==> src/rtl/config_fuse_cfg.svh <==
// offsets, field positions, reset values and counts of the fuse bank
`ifndef CONFIG_FUSE_CFG_SVH
`define CONFIG_FUSE_CFG_SVH

// ----------------------------------------------------------------
// register indices (byte address = index * 4)
// ----------------------------------------------------------------
`define CFB_IDX_BOR    22'h300002
`define CFB_IDX_WDT    22'h300003
`define CFB_IDX_ROUTE  22'h300005
`define CFB_IDX_DPS    22'h300006
`define CFB_IDX_CP     22'h300008
`define CFB_IDX_WCTL   22'h300010
`define CFB_IDX_WSTAT  22'h300011
`define CFB_IDX_ERASE  22'h300012

// ----------------------------------------------------------------
// implemented bits and unprogrammed value
// ----------------------------------------------------------------
`define CFB_MASK_BOR   8'h0f
`define CFB_MASK_WDT   8'h0f
`define CFB_MASK_ROUTE 8'h01
`define CFB_MASK_DPS   8'h85
`define CFB_MASK_CP    8'h0f
`define CFB_ERASED     8'hff

// ----------------------------------------------------------------
// field positions
// ----------------------------------------------------------------
`define CFB_WDT_EN_BIT 0
`define CFB_WDT_PS_LSB 1
`define CFB_ROUTE_BIT  0
`define CFB_LOWV_BIT   2
`define CFB_STVR_BIT   0
`define CFB_WCTL_SOFT  0
`define CFB_WCTL_KICK  1
`define CFB_ST_RUN     0
`define CFB_ST_TO      1
`define CFB_ST_STK     2
`define CFB_ERASE_BIT  0

// ----------------------------------------------------------------
// timing
// ----------------------------------------------------------------
`define CFB_WDT_BASE_CYCLES 16'd1000

`endif

==> src/rtl/config_fuse_pkg.sv <==
// types shared by the configuration fuse bank
package config_fuse_pkg;

	typedef enum logic [1:0] {
		WD_OFF = 2'b01,
		WD_RUN = 2'b10
	} wd_state_t;

	typedef struct packed {
		logic       full;
		logic       under;
	} stack_evt_t;

	typedef struct packed {
		logic       out;
		logic       oe;
	} pin_drive_t;

endpackage

==> src/rtl/config_fuse_bank.sv <==
// configuration fuse bank with apb access, watchdog and pin routing
//
// How it works
// bits 3..1 of the watchdog byte pick a postscale of 1:1 up to 1:128.
// fuse enable bit 0 forces the watchdog on, else the soft enable rules.
// route bit 0 sends unit 2 to port c pin 1 when 1, port b pin 3 when 0.
// bit 2 of the debug byte allows low voltage programming entry.
// bit 0 of the debug byte lets stack full or underflow reset the part.
// every unimplemented bit of the bank reads as zero.
// code protect bit 1 low blocks external reads of 002000-003fff.
// code protect bit 2 low blocks external reads of 004000-005fff.
// code protect bit 3 low blocks external reads of 006000-007fff.
// the programmer keeps block 2 and 3 bits at 1 on small variants.
// all implemented bits read 1 when unprogrammed; protect bits only ever clear until an erase write sets them back to 1.
// watchdog time-out is the base period times the postscale ratio.
//
// Register access over APB was chosen for this implementation.
`timescale 1ns/1ps
`include "config_fuse_cfg.svh"

module config_fuse_bank #(
	parameter logic [15:0] WDT_BASE_CYCLES = `CFB_WDT_BASE_CYCLES
) (
	// clock and reset
	input  wire logic                       CLK,
	input  wire logic                       ARST_N,
	// apb slave
	input  wire logic                       PSEL,
	input  wire logic                       PENABLE,
	input  wire logic                       PWRITE,
	input  wire logic [23:0]                PADDR,
	input  wire logic [31:0]                PWDATA,
	input  wire logic [3:0]                 PSTRB,
	output logic                            PREADY,
	output logic      [31:0]                PRDATA,
	output logic                            PSLVERR,
	// watchdog and stack
	input  wire config_fuse_pkg::stack_evt_t STACK_EVT,
	output logic                            WDT_TIMEOUT,
	output logic                            STACK_RESET,
	// unit 2 pin routing
	input  wire config_fuse_pkg::pin_drive_t UNIT2_DRV,
	output logic                            UNIT2_IN,
	input  wire logic                       PC1_IN,
	input  wire logic                       PB3_IN,
	output config_fuse_pkg::pin_drive_t     PC1_DRV,
	output config_fuse_pkg::pin_drive_t     PB3_DRV,
	// low voltage programming entry
	input  wire logic                       LOW_VOLT_REQ,
	output logic                            LOW_VOLT_OK,
	// external read of program memory
	input  wire logic [20:0]                EXT_RD_ADDR,
	output logic                            EXT_RD_BLOCKED
);

	// ----------------------------------------------------------------
	// fuse bytes
	// ----------------------------------------------------------------
	logic [7:0]  bor_r;
	logic [7:0]  wdt_r;
	logic [7:0]  route_r;
	logic [7:0]  dps_r;
	logic [7:0]  cp_r;
	logic        soft_en_r;
	logic        to_flag_r;
	logic        stk_flag_r;
	logic [31:0] rdata_nxt;
	logic        hit_bor;
	logic        hit_wdt;
	logic        hit_route;
	logic        hit_dps;
	logic        hit_cp;
	logic        hit_wctl;
	logic        hit_wstat;
	logic        hit_erase;
	logic        mapped;
	logic        setup;
	logic        wr_acc;
	logic        lane0;
	logic        erase_wr;
	logic        kick;

	assign setup     = PSEL && !PENABLE;
	assign wr_acc    = PSEL && PENABLE && PWRITE && mapped;
	assign lane0     = PSTRB[0];
	assign hit_bor   = PADDR == {`CFB_IDX_BOR, 2'b00};
	assign hit_wdt   = PADDR == {`CFB_IDX_WDT, 2'b00};
	assign hit_route = PADDR == {`CFB_IDX_ROUTE, 2'b00};
	assign hit_dps   = PADDR == {`CFB_IDX_DPS, 2'b00};
	assign hit_cp    = PADDR == {`CFB_IDX_CP, 2'b00};
	assign hit_wctl  = PADDR == {`CFB_IDX_WCTL, 2'b00};
	assign hit_wstat = PADDR == {`CFB_IDX_WSTAT, 2'b00};
	assign hit_erase = PADDR == {`CFB_IDX_ERASE, 2'b00};
	assign mapped    = hit_bor | hit_wdt | hit_route | hit_dps | hit_cp |
	                   hit_wctl | hit_wstat | hit_erase;
	assign erase_wr  = wr_acc && lane0 && hit_erase &&
	                   PWDATA[`CFB_ERASE_BIT];
	assign kick      = wr_acc && lane0 && hit_wctl &&
	                   PWDATA[`CFB_WCTL_KICK];

	// zero wait states: data is staged in the setup cycle
	assign PREADY  = 1'b1;
	assign PSLVERR = PSEL && PENABLE && !mapped;

	// ----------------------------------------------------------------
	// fuse programming
	// ----------------------------------------------------------------
	// option fuses follow the written value; erase restores all implemented bits to ones
	always_ff @(posedge CLK or negedge ARST_N) begin
		if (!ARST_N) begin
			bor_r   <= `CFB_ERASED & `CFB_MASK_BOR;
			wdt_r   <= `CFB_ERASED & `CFB_MASK_WDT;
			route_r <= `CFB_ERASED & `CFB_MASK_ROUTE;
			dps_r   <= `CFB_ERASED & `CFB_MASK_DPS;
		end else if (erase_wr) begin
			bor_r   <= `CFB_ERASED & `CFB_MASK_BOR;
			wdt_r   <= `CFB_ERASED & `CFB_MASK_WDT;
			route_r <= `CFB_ERASED & `CFB_MASK_ROUTE;
			dps_r   <= `CFB_ERASED & `CFB_MASK_DPS;
		end else if (wr_acc && lane0) begin
			if (hit_bor)
				bor_r <= PWDATA[7:0] & `CFB_MASK_BOR;
			if (hit_wdt)
				wdt_r <= PWDATA[7:0] & `CFB_MASK_WDT;
			if (hit_route)
				route_r <= PWDATA[7:0] & `CFB_MASK_ROUTE;
			if (hit_dps)
				dps_r <= PWDATA[7:0] & `CFB_MASK_DPS;
		end
	end

	// protection may only tighten; only an erase write or reset can lift it
	always_ff @(posedge CLK or negedge ARST_N) begin
		if (!ARST_N)
			cp_r <= `CFB_ERASED & `CFB_MASK_CP;
		else if (erase_wr)
			cp_r <= `CFB_ERASED & `CFB_MASK_CP;
		else if (wr_acc && lane0 && hit_cp)
			cp_r <= cp_r & PWDATA[7:0];
	end

	// ----------------------------------------------------------------
	// watchdog control and status
	// ----------------------------------------------------------------
	always_ff @(posedge CLK or negedge ARST_N) begin
		if (!ARST_N)
			soft_en_r <= 1'b0;
		else if (wr_acc && lane0 && hit_wctl)
			soft_en_r <= PWDATA[`CFB_WCTL_SOFT];
	end

	// sticky flags: a new event wins over a write-one clear
	always_ff @(posedge CLK or negedge ARST_N) begin
		if (!ARST_N) begin
			to_flag_r  <= 1'b0;
			stk_flag_r <= 1'b0;
		end else begin
			if (WDT_TIMEOUT)
				to_flag_r <= 1'b1;
			else if (wr_acc && lane0 && hit_wstat && PWDATA[`CFB_ST_TO])
				to_flag_r <= 1'b0;
			if (STACK_RESET)
				stk_flag_r <= 1'b1;
			else if (wr_acc && lane0 && hit_wstat && PWDATA[`CFB_ST_STK])
				stk_flag_r <= 1'b0;
		end
	end

	// ----------------------------------------------------------------
	// watchdog counter
	// ----------------------------------------------------------------
	config_fuse_pkg::wd_state_t wd_state;
	logic [15:0] pre_cnt_r;
	logic [6:0]  post_cnt_r;
	logic [2:0]  ps_sel;
	logic [6:0]  ratio_m1;
	logic        wd_tick;
	logic        fuse_en;
	logic        wd_run;

	assign ps_sel   = wdt_r[`CFB_WDT_PS_LSB +: 3];
	assign ratio_m1 = 7'((8'h01 << ps_sel) - 8'h01);
	assign fuse_en  = wdt_r[`CFB_WDT_EN_BIT];
	assign wd_run   = fuse_en || soft_en_r;
	assign wd_state = wd_run ? config_fuse_pkg::WD_RUN
	                         : config_fuse_pkg::WD_OFF;
	assign wd_tick  = pre_cnt_r == WDT_BASE_CYCLES - 16'h0001;
	assign WDT_TIMEOUT = wd_state == config_fuse_pkg::WD_RUN &&
	                     wd_tick && post_cnt_r == ratio_m1;

	always_ff @(posedge CLK or negedge ARST_N) begin
		if (!ARST_N) begin
			pre_cnt_r  <= 16'h0000;
			post_cnt_r <= 7'h00;
		end else begin
			case (wd_state)
				config_fuse_pkg::WD_RUN: begin
					if (kick || WDT_TIMEOUT) begin
						pre_cnt_r  <= 16'h0000;
						post_cnt_r <= 7'h00;
					end else if (wd_tick) begin
						pre_cnt_r  <= 16'h0000;
						post_cnt_r <= post_cnt_r + 7'h01;
					end else begin
						pre_cnt_r <= pre_cnt_r + 16'h0001;
					end
				end
				default: begin
					pre_cnt_r  <= 16'h0000;
					post_cnt_r <= 7'h00;
				end
			endcase
		end
	end

	// ----------------------------------------------------------------
	// stack reset, pin routing, low voltage entry, protection
	// ----------------------------------------------------------------
	always_ff @(posedge CLK or negedge ARST_N) begin
		if (!ARST_N)
			STACK_RESET <= 1'b0;
		else
			STACK_RESET <= (STACK_EVT.full || STACK_EVT.under) &&
			               dps_r[`CFB_STVR_BIT];
	end

	// pins come from outside, so each passes two flops first
	logic [1:0] pc1_sync_r;
	logic [1:0] pb3_sync_r;
	logic [1:0] lowv_sync_r;
	logic       route_c1;

	always_ff @(posedge CLK or negedge ARST_N) begin
		if (!ARST_N) begin
			pc1_sync_r <= 2'b00;
			pb3_sync_r <= 2'b00;
			lowv_sync_r <= 2'b00;
		end else begin
			pc1_sync_r <= {pc1_sync_r[0], PC1_IN};
			pb3_sync_r <= {pb3_sync_r[0], PB3_IN};
			lowv_sync_r <= {lowv_sync_r[0], LOW_VOLT_REQ};
		end
	end

	assign route_c1 = route_r[`CFB_ROUTE_BIT];

	always_ff @(posedge CLK or negedge ARST_N) begin
		if (!ARST_N) begin
			UNIT2_IN    <= 1'b0;
			LOW_VOLT_OK <= 1'b0;
		end else begin
			UNIT2_IN    <= route_c1 ? pc1_sync_r[1]
			                        : pb3_sync_r[1];
			LOW_VOLT_OK <= lowv_sync_r[1] &&
			               dps_r[`CFB_LOWV_BIT];
		end
	end

	// the unused pin is released, never driven low
	always_comb begin
		PC1_DRV = '0;
		PB3_DRV = '0;
		if (route_c1)
			PC1_DRV = UNIT2_DRV;
		else
			PB3_DRV = UNIT2_DRV;
	end

	// block 0 starts above the boot block; above 007fff is open
	logic in_low;
	logic blk_hit;

	assign in_low  = EXT_RD_ADDR[20:15] == 6'h00;
	assign blk_hit = in_low && !cp_r[EXT_RD_ADDR[14:13]] &&
	                 (EXT_RD_ADDR[14:13] != 2'b00 ||
	                  EXT_RD_ADDR[12:9] != 4'h0);

	always_ff @(posedge CLK or negedge ARST_N) begin
		if (!ARST_N)
			EXT_RD_BLOCKED <= 1'b0;
		else
			EXT_RD_BLOCKED <= blk_hit;
	end

	// ----------------------------------------------------------------
	// read path
	// ----------------------------------------------------------------
	always_comb begin
		rdata_nxt = 32'h0000_0000;
		if (hit_bor)
			rdata_nxt[7:0] = bor_r;
		if (hit_wdt)
			rdata_nxt[7:0] = wdt_r;
		if (hit_route)
			rdata_nxt[7:0] = route_r;
		if (hit_dps)
			rdata_nxt[7:0] = dps_r;
		if (hit_cp)
			rdata_nxt[7:0] = cp_r;
		if (hit_wctl)
			rdata_nxt[`CFB_WCTL_SOFT] = soft_en_r;
		if (hit_wstat) begin
			rdata_nxt[`CFB_ST_RUN] = wd_run;
			rdata_nxt[`CFB_ST_TO]  = to_flag_r;
			rdata_nxt[`CFB_ST_STK] = stk_flag_r;
		end
	end

	always_ff @(posedge CLK or negedge ARST_N) begin
		if (!ARST_N)
			PRDATA <= 32'h0000_0000;
		else if (setup && !PWRITE)
			PRDATA <= rdata_nxt;
	end

	// ----------------------------------------------------------------
	// checks
	// ----------------------------------------------------------------
	logic [22:0] wd_age_r;

	always_ff @(posedge CLK or negedge ARST_N) begin
		if (!ARST_N)
			wd_age_r <= 23'h000000;
		else if (wd_run && !kick && !WDT_TIMEOUT)
			wd_age_r <= wd_age_r + 23'h000001;
		else
			wd_age_r <= 23'h000000;
	end

	a_wdt_ratio_cnt: assert property (@(posedge CLK) disable iff (!ARST_N)
		WDT_TIMEOUT |->
		wd_age_r + 23'h000001 == ({7'h00, WDT_BASE_CYCLES} << ps_sel))
		else $error("watchdog fired at wrong postscale count");
	a_wdt_fuse_on: assert property (@(posedge CLK) disable iff (!ARST_N)
		fuse_en && !wd_tick && !kick |=> pre_cnt_r == $past(pre_cnt_r) + 16'h0001)
		else $error("watchdog stopped while fuse enable set");
	a_wdt_off_quiet: assert property (@(posedge CLK) disable iff (!ARST_N)
		!wd_run |=> !WDT_TIMEOUT && pre_cnt_r == 16'h0000)
		else $error("disabled watchdog kept counting");
	a_route_sel: assert property (@(posedge CLK) disable iff (!ARST_N)
		route_c1 |-> PC1_DRV == UNIT2_DRV && PB3_DRV == '0)
		else $error("unit 2 routed to wrong pin");
	a_low_volt_gate: assert property (@(posedge CLK) disable iff (!ARST_N)
		LOW_VOLT_OK |-> $past(dps_r[`CFB_LOWV_BIT]) && $past(lowv_sync_r[1]))
		else $error("low voltage entry allowed while disabled");
	a_stack_reset: assert property (@(posedge CLK) disable iff (!ARST_N)
		(STACK_EVT.full || STACK_EVT.under) |=>
		STACK_RESET == $past(dps_r[`CFB_STVR_BIT]))
		else $error("stack reset does not follow its enable");
	a_unimpl_zero: assert property (@(posedge CLK) disable iff (!ARST_N)
		setup && !PWRITE && hit_wdt |=> PRDATA[31:4] == 28'h0000000)
		else $error("unimplemented watchdog bits read nonzero");
	a_blk1_protect: assert property (@(posedge CLK) disable iff (!ARST_N)
		EXT_RD_ADDR >= 21'h002000 && EXT_RD_ADDR <= 21'h003fff &&
		!cp_r[1] |=> EXT_RD_BLOCKED)
		else $error("block 1 read not blocked");
	a_blk2_protect: assert property (@(posedge CLK) disable iff (!ARST_N)
		EXT_RD_ADDR >= 21'h004000 && EXT_RD_ADDR <= 21'h005fff |=>
		EXT_RD_BLOCKED == !$past(cp_r[2]))
		else $error("block 2 protection wrong");
	a_blk3_protect: assert property (@(posedge CLK) disable iff (!ARST_N)
		EXT_RD_ADDR >= 21'h006000 && EXT_RD_ADDR <= 21'h007fff |=>
		EXT_RD_BLOCKED == !$past(cp_r[3]))
		else $error("block 3 protection wrong");
	a_cp_one_way: assert property (@(posedge CLK) disable iff (!ARST_N)
		!erase_wr |=> (cp_r & ~$past(cp_r)) == 8'h00)
		else $error("protection bit lifted without erase");
	a_wdt_period: assert property (@(posedge CLK) disable iff (!ARST_N)
		WDT_TIMEOUT |=> post_cnt_r == 7'h00 && pre_cnt_r == 16'h0000)
		else $error("watchdog did not restart after time-out");

endmodule // config_fuse_bank

==> config.mk <==
export PLATFORM = sky130hd
export DESIGN_NAME = config_fuse_bank
export DESIGN_NICKNAME = d
export VERILOG_FILES = /design/src/rtl/config_fuse_pkg.sv /design/src/rtl/config_fuse_bank.sv
export VERILOG_INCLUDE_DIRS = /design/src /design/src/rtl
export SDC_FILE = /design/constraint.sdc
export NUM_CORES = 1
export LEC_CHECK = 0
export BUFFER_PORTS_ARGS = -buffer_cell sky130_fd_sc_hd__buf_4
export CORE_AREA = 2 2 89 91
export CTS_CLUSTER_DIAMETER = 100
export CTS_CLUSTER_SIZE = 14
export DETAILED_ROUTE_END_ITERATION = 8
export DIE_AREA = 0 0 91 93
export MAX_ROUTING_LAYER = met4
export PLACE_DENSITY = 0.84
export SYNTH_ARGS = -nofsm -noshare
export SYNTH_HDL_FRONTEND = slang
export SYNTH_SLANG_ARGS = --single-unit
==> constraint.sdc <==
create_clock -name CLK -period 4.8 [get_ports CLK]
set_clock_uncertainty 0.15 [all_clocks]
set_input_delay 0.24 -clock CLK [delete_from_list [all_inputs] [get_ports CLK]]
set_output_delay 0.24 -clock CLK [all_outputs]
set_load 0.005 [all_outputs]
==> results.yml <==
run_status:
  status: "finished, final reports clean"
clocking:
  cts_sinks: 64
  clk_path_buf_depth: 2
  h-tree-depth: 3
  cts_root_buf: "clkbuf_8"
  cts_made_buffers: 9
  clkSlewWorstSetupHoldPaths_ps: 70
  post_cts_buffers: 0
  clk-insertion-delay-late_ps: 350
  cts_tree: "yes"
detailed_routing:
  vias: 3036
  routed_via_density: 5.44
  wl_per_cell_um: 14.9
  drc: 0
  drtIter0Drc: 226
  final_antenna_net_count: 0
  drt-total-wl_um: 8300
  first_pass_iters: 5
synthesis:
  ys_types: 62
  synth_warnings: 0
  synth_top_flop_cell: "dfrtp_1"
  syn_area_um2: 3700
  synth_seq_cells: 64
  synth-edff-count: 0
  synthCells: 370
  ys_seq_area_frac: 0.439
  async_reset_ff_frac: 1.00
  synth.avg_cell_area_um2: 9.99
sta:
  relSlewSlack: 0.212
  tns_ps: 0
  tightestPinTransition_ps: 1180
  rsz0062_at_grt: "false"
  worst_slack_ps: 1570
  finalSetupViolations: 0
  hold_viol: 0
  slew_viol_final: 0
  max_freq_mhz: 310
  period_needed_ps: 3230
  layout_worst_path_cycle_share: 0.673
global_routing:
  grt_overflow: 0
  antenna_found_initial: 0
  grt_max_degree: 65
  grt_usage: 0.219
  grt_pass1_vias: 3024
  grt_pass1_wl_um: 14400
setup_path:
  required_ps: 4410
  crit_fanout: 12
  cpMostUsedCell: "or3_1"
  cp-end-kind: "output pin"
  cpPeakStageDelay_ps: 440
  crit_type: "reg -> out"
  crit_path_cell_trace: "or3_1, ha_1, or3_1, a21oi_2, o2111ai_4, nor3_1, buf_4"
  timing.rr.start: "wdt_r[3]"
  critPathLaunch: "wdt_r[3]"
  arrival_ps: 2840
  startpoint_type: "flip-flop"
  critPathSlowestCell: "dfstp_2"
die:
  die_h_um: 93
  start_util: 0.491
  rows: 32
  core_area_um2: 7530
  ios: 136
  die_area_um2: 8460
  die_width_um: 91
power_and_ir_drop:
  power.density_nw_per_um2: 267
  pwr-share-comb: 0.085
  p_sw_frac: 0.221
  clock_power_share: 0.462
  vdd.ir_drop.worst_v: 0.000192
  pwr-share-seq: 0.453
  leakagePower_nw: 2.17
  intPower_mw: 0.947
  p_sw_mw: 0.269
min_path:
  worstHoldStart: "PWDATA[2]"
  hp-class: "in -> reg"
final_layout:
  syn_to_final_growth_pct: 23.5
  layout-drive-gt1-share: 0.285
  multi_input_area_um2: 1850
  seqCellArea_um2: 1620
  n_fill_cell: 619
  nets: 547
  antenna_cells: 0
placement:
  post-dp-hpwl_um: 5950
  gp_congestion: 0.916
  port-buffer-count: 74
  place_ws_ps: 1950
job:
  drv_cap: 0
[per-stage QoR]
stage	cell area, µm²	utilization	hold slack [ps]	cells	power [mW]
4_1_cts	4560	0.606	7.65	558	1.23
5_1_grt	4560	0.606	27.9	558	1.26
3_5_place_dp	4190	0.557	186	529	0.656
3_3_place_gp	4190	0.557	181	529	0.653
2_1_floorplan	3780	-	-206	393	0.601
6_report	4560	0.606	28.2	558	1.22
[worst max-delay path, delay by kind of cell (launching register included)]
kind | cells | cell delay, ps
fa+ha+maj | 1 | 320
flops | 1 | 440
simple gates | 3 | 1210
buf+inv | 1 | 190
compound gates | 2 | 320
[registers in the layout (all words and copies together) (netlist names), 2 cells and up]
name and count:
bor_r 4, PRDATA 8, dps_r 3, pre_cnt_r 16, post_cnt_r 7, cp_r 8
lowv_sync_r 2, wdt_r 4, pb3_sync_r 2, pc1_sync_r 2
[cell type report]
cell class              instances  area share
flip-flops and latches         64       0.355
clock inverters                 7      0.0263
repair buffers                 87       0.150
clock buffers                   9      0.0271
multi-input cells             281       0.406
well taps                     102      0.0280
inverters                       8     0.00658
[power by group through the flow]
stage                     Combinational (mW)  Clock [mW]  Sequential (mW)
final                                  0.103       0.562            0.551
after global routing                   0.113       0.599            0.551
after CTS                              0.103       0.572            0.551
after detailed placement              0.0954           0            0.561
after global placement                0.0929           0            0.560
after floorplan                       0.0409           0            0.560
[cell usage after synthesis, drive strengths merged, types with 2 or more instances]
| cell | instances | area, µm² |
|---|---|---|
| inv | 8 | 30.0 |
| xnor2 | 12 | 105 |
| a221oi | 4 | 41.3 |
| or3 | 5 | 31.3 |
| o31ai | 4 | 43.8 |
| and3 | 7 | 43.8 |
| o22ai | 2 | 12.5 |
| nor4 | 8 | 77.6 |
| nor3 | 9 | 55.1 |
| o21ai | 9 | 45.0 |
| nor3b | 3 | 22.5 |
| dfrtp | 48 | 1200 |
| and2 | 6 | 37.5 |
| nor2 | 44 | 165 |
| ha | 3 | 37.5 |
| nand4 | 11 | 68.8 |
| a31oi | 5 | 31.3 |
| dfstp | 16 | 420 |
| nor2b | 5 | 31.3 |
| nand2b | 2 | 15.0 |
| a21oi | 3 | 18.8 |
| mux2 | 5 | 56.3 |
| clkbuf | 3 | 12.5 |
| and4 | 3 | 26.3 |
| o211a | 4 | 40.0 |
| xor2 | 14 | 123 |
| buf | 37 | 264 |
| a21o | 3 | 22.5 |
| o2111ai | 2 | 35.0 |
| conb | 2 | 7.51 |
| nand3 | 12 | 65.1 |
| mux2i | 13 | 130 |
| nand2 | 38 | 143 |
| nor4b | 6 | 98.8 |
[cell families after synthesis]
logic type                 Yosys count  share of synthesized area
and+or+nand+nor                    164                      0.251
DFF                                 64                      0.439
buffers and inverters               48                     0.0829
AOI/OAI and AO/OA                   44                     0.0972
xor gates and xnor gates            26                     0.0616
muxes                               19                     0.0565
adders and majority gates            3                     0.0102
other                                2                    0.00203
[worst paths after layout]
path	to	slack, ps	depth (start not counted)
setup / recovery	WDT_TIMEOUT	1570	7
hold / removal	bor_r[2]	30	3
max in group asynchronous	pre_cnt_r[5]	3620	2
setup reg to reg	post_cnt_r[5]	2110	7
hold reg to reg	pc1_sync_r[1]	200	0
min in group asynchronous	PRDATA[5]	370	2
[layout by cell type (no fill, tap or decap), drive strengths merged, types with 8 or more instances in the layout]
| master | n |
|---|---|
| o21ai | 9 |
| buf | 74 |
| dfstp | 16 |
| nand4 | 11 |
| nand2 | 38 |
| conb | 25 |
| nand3 | 12 |
| clkbuf | 9 |
| mux2i | 13 |
| nor3 | 9 |
| nor2 | 44 |
| inv | 8 |
| xor2 | 14 |
| xnor2 | 12 |
| dfrtp | 48 |
| nor4 | 8 |
| dlygate4sd3 | 13 |
[per-layer routing]
layer	GRT usage	vias up	share of wire
met3	0.0540	15	0.057
met5	-	-	0
met2	0.360	110	0.50
met1	0.266	1484	0.42
li1	-	1427	-
met4	0.0758	0	0.014
[what timing repair did]
item,CTS,global route
resized for setup,0,0
hold buffers,13,0
endpoints found under the hold margin,61,0
No activity file was read; power rests on OpenSTA's default activity.
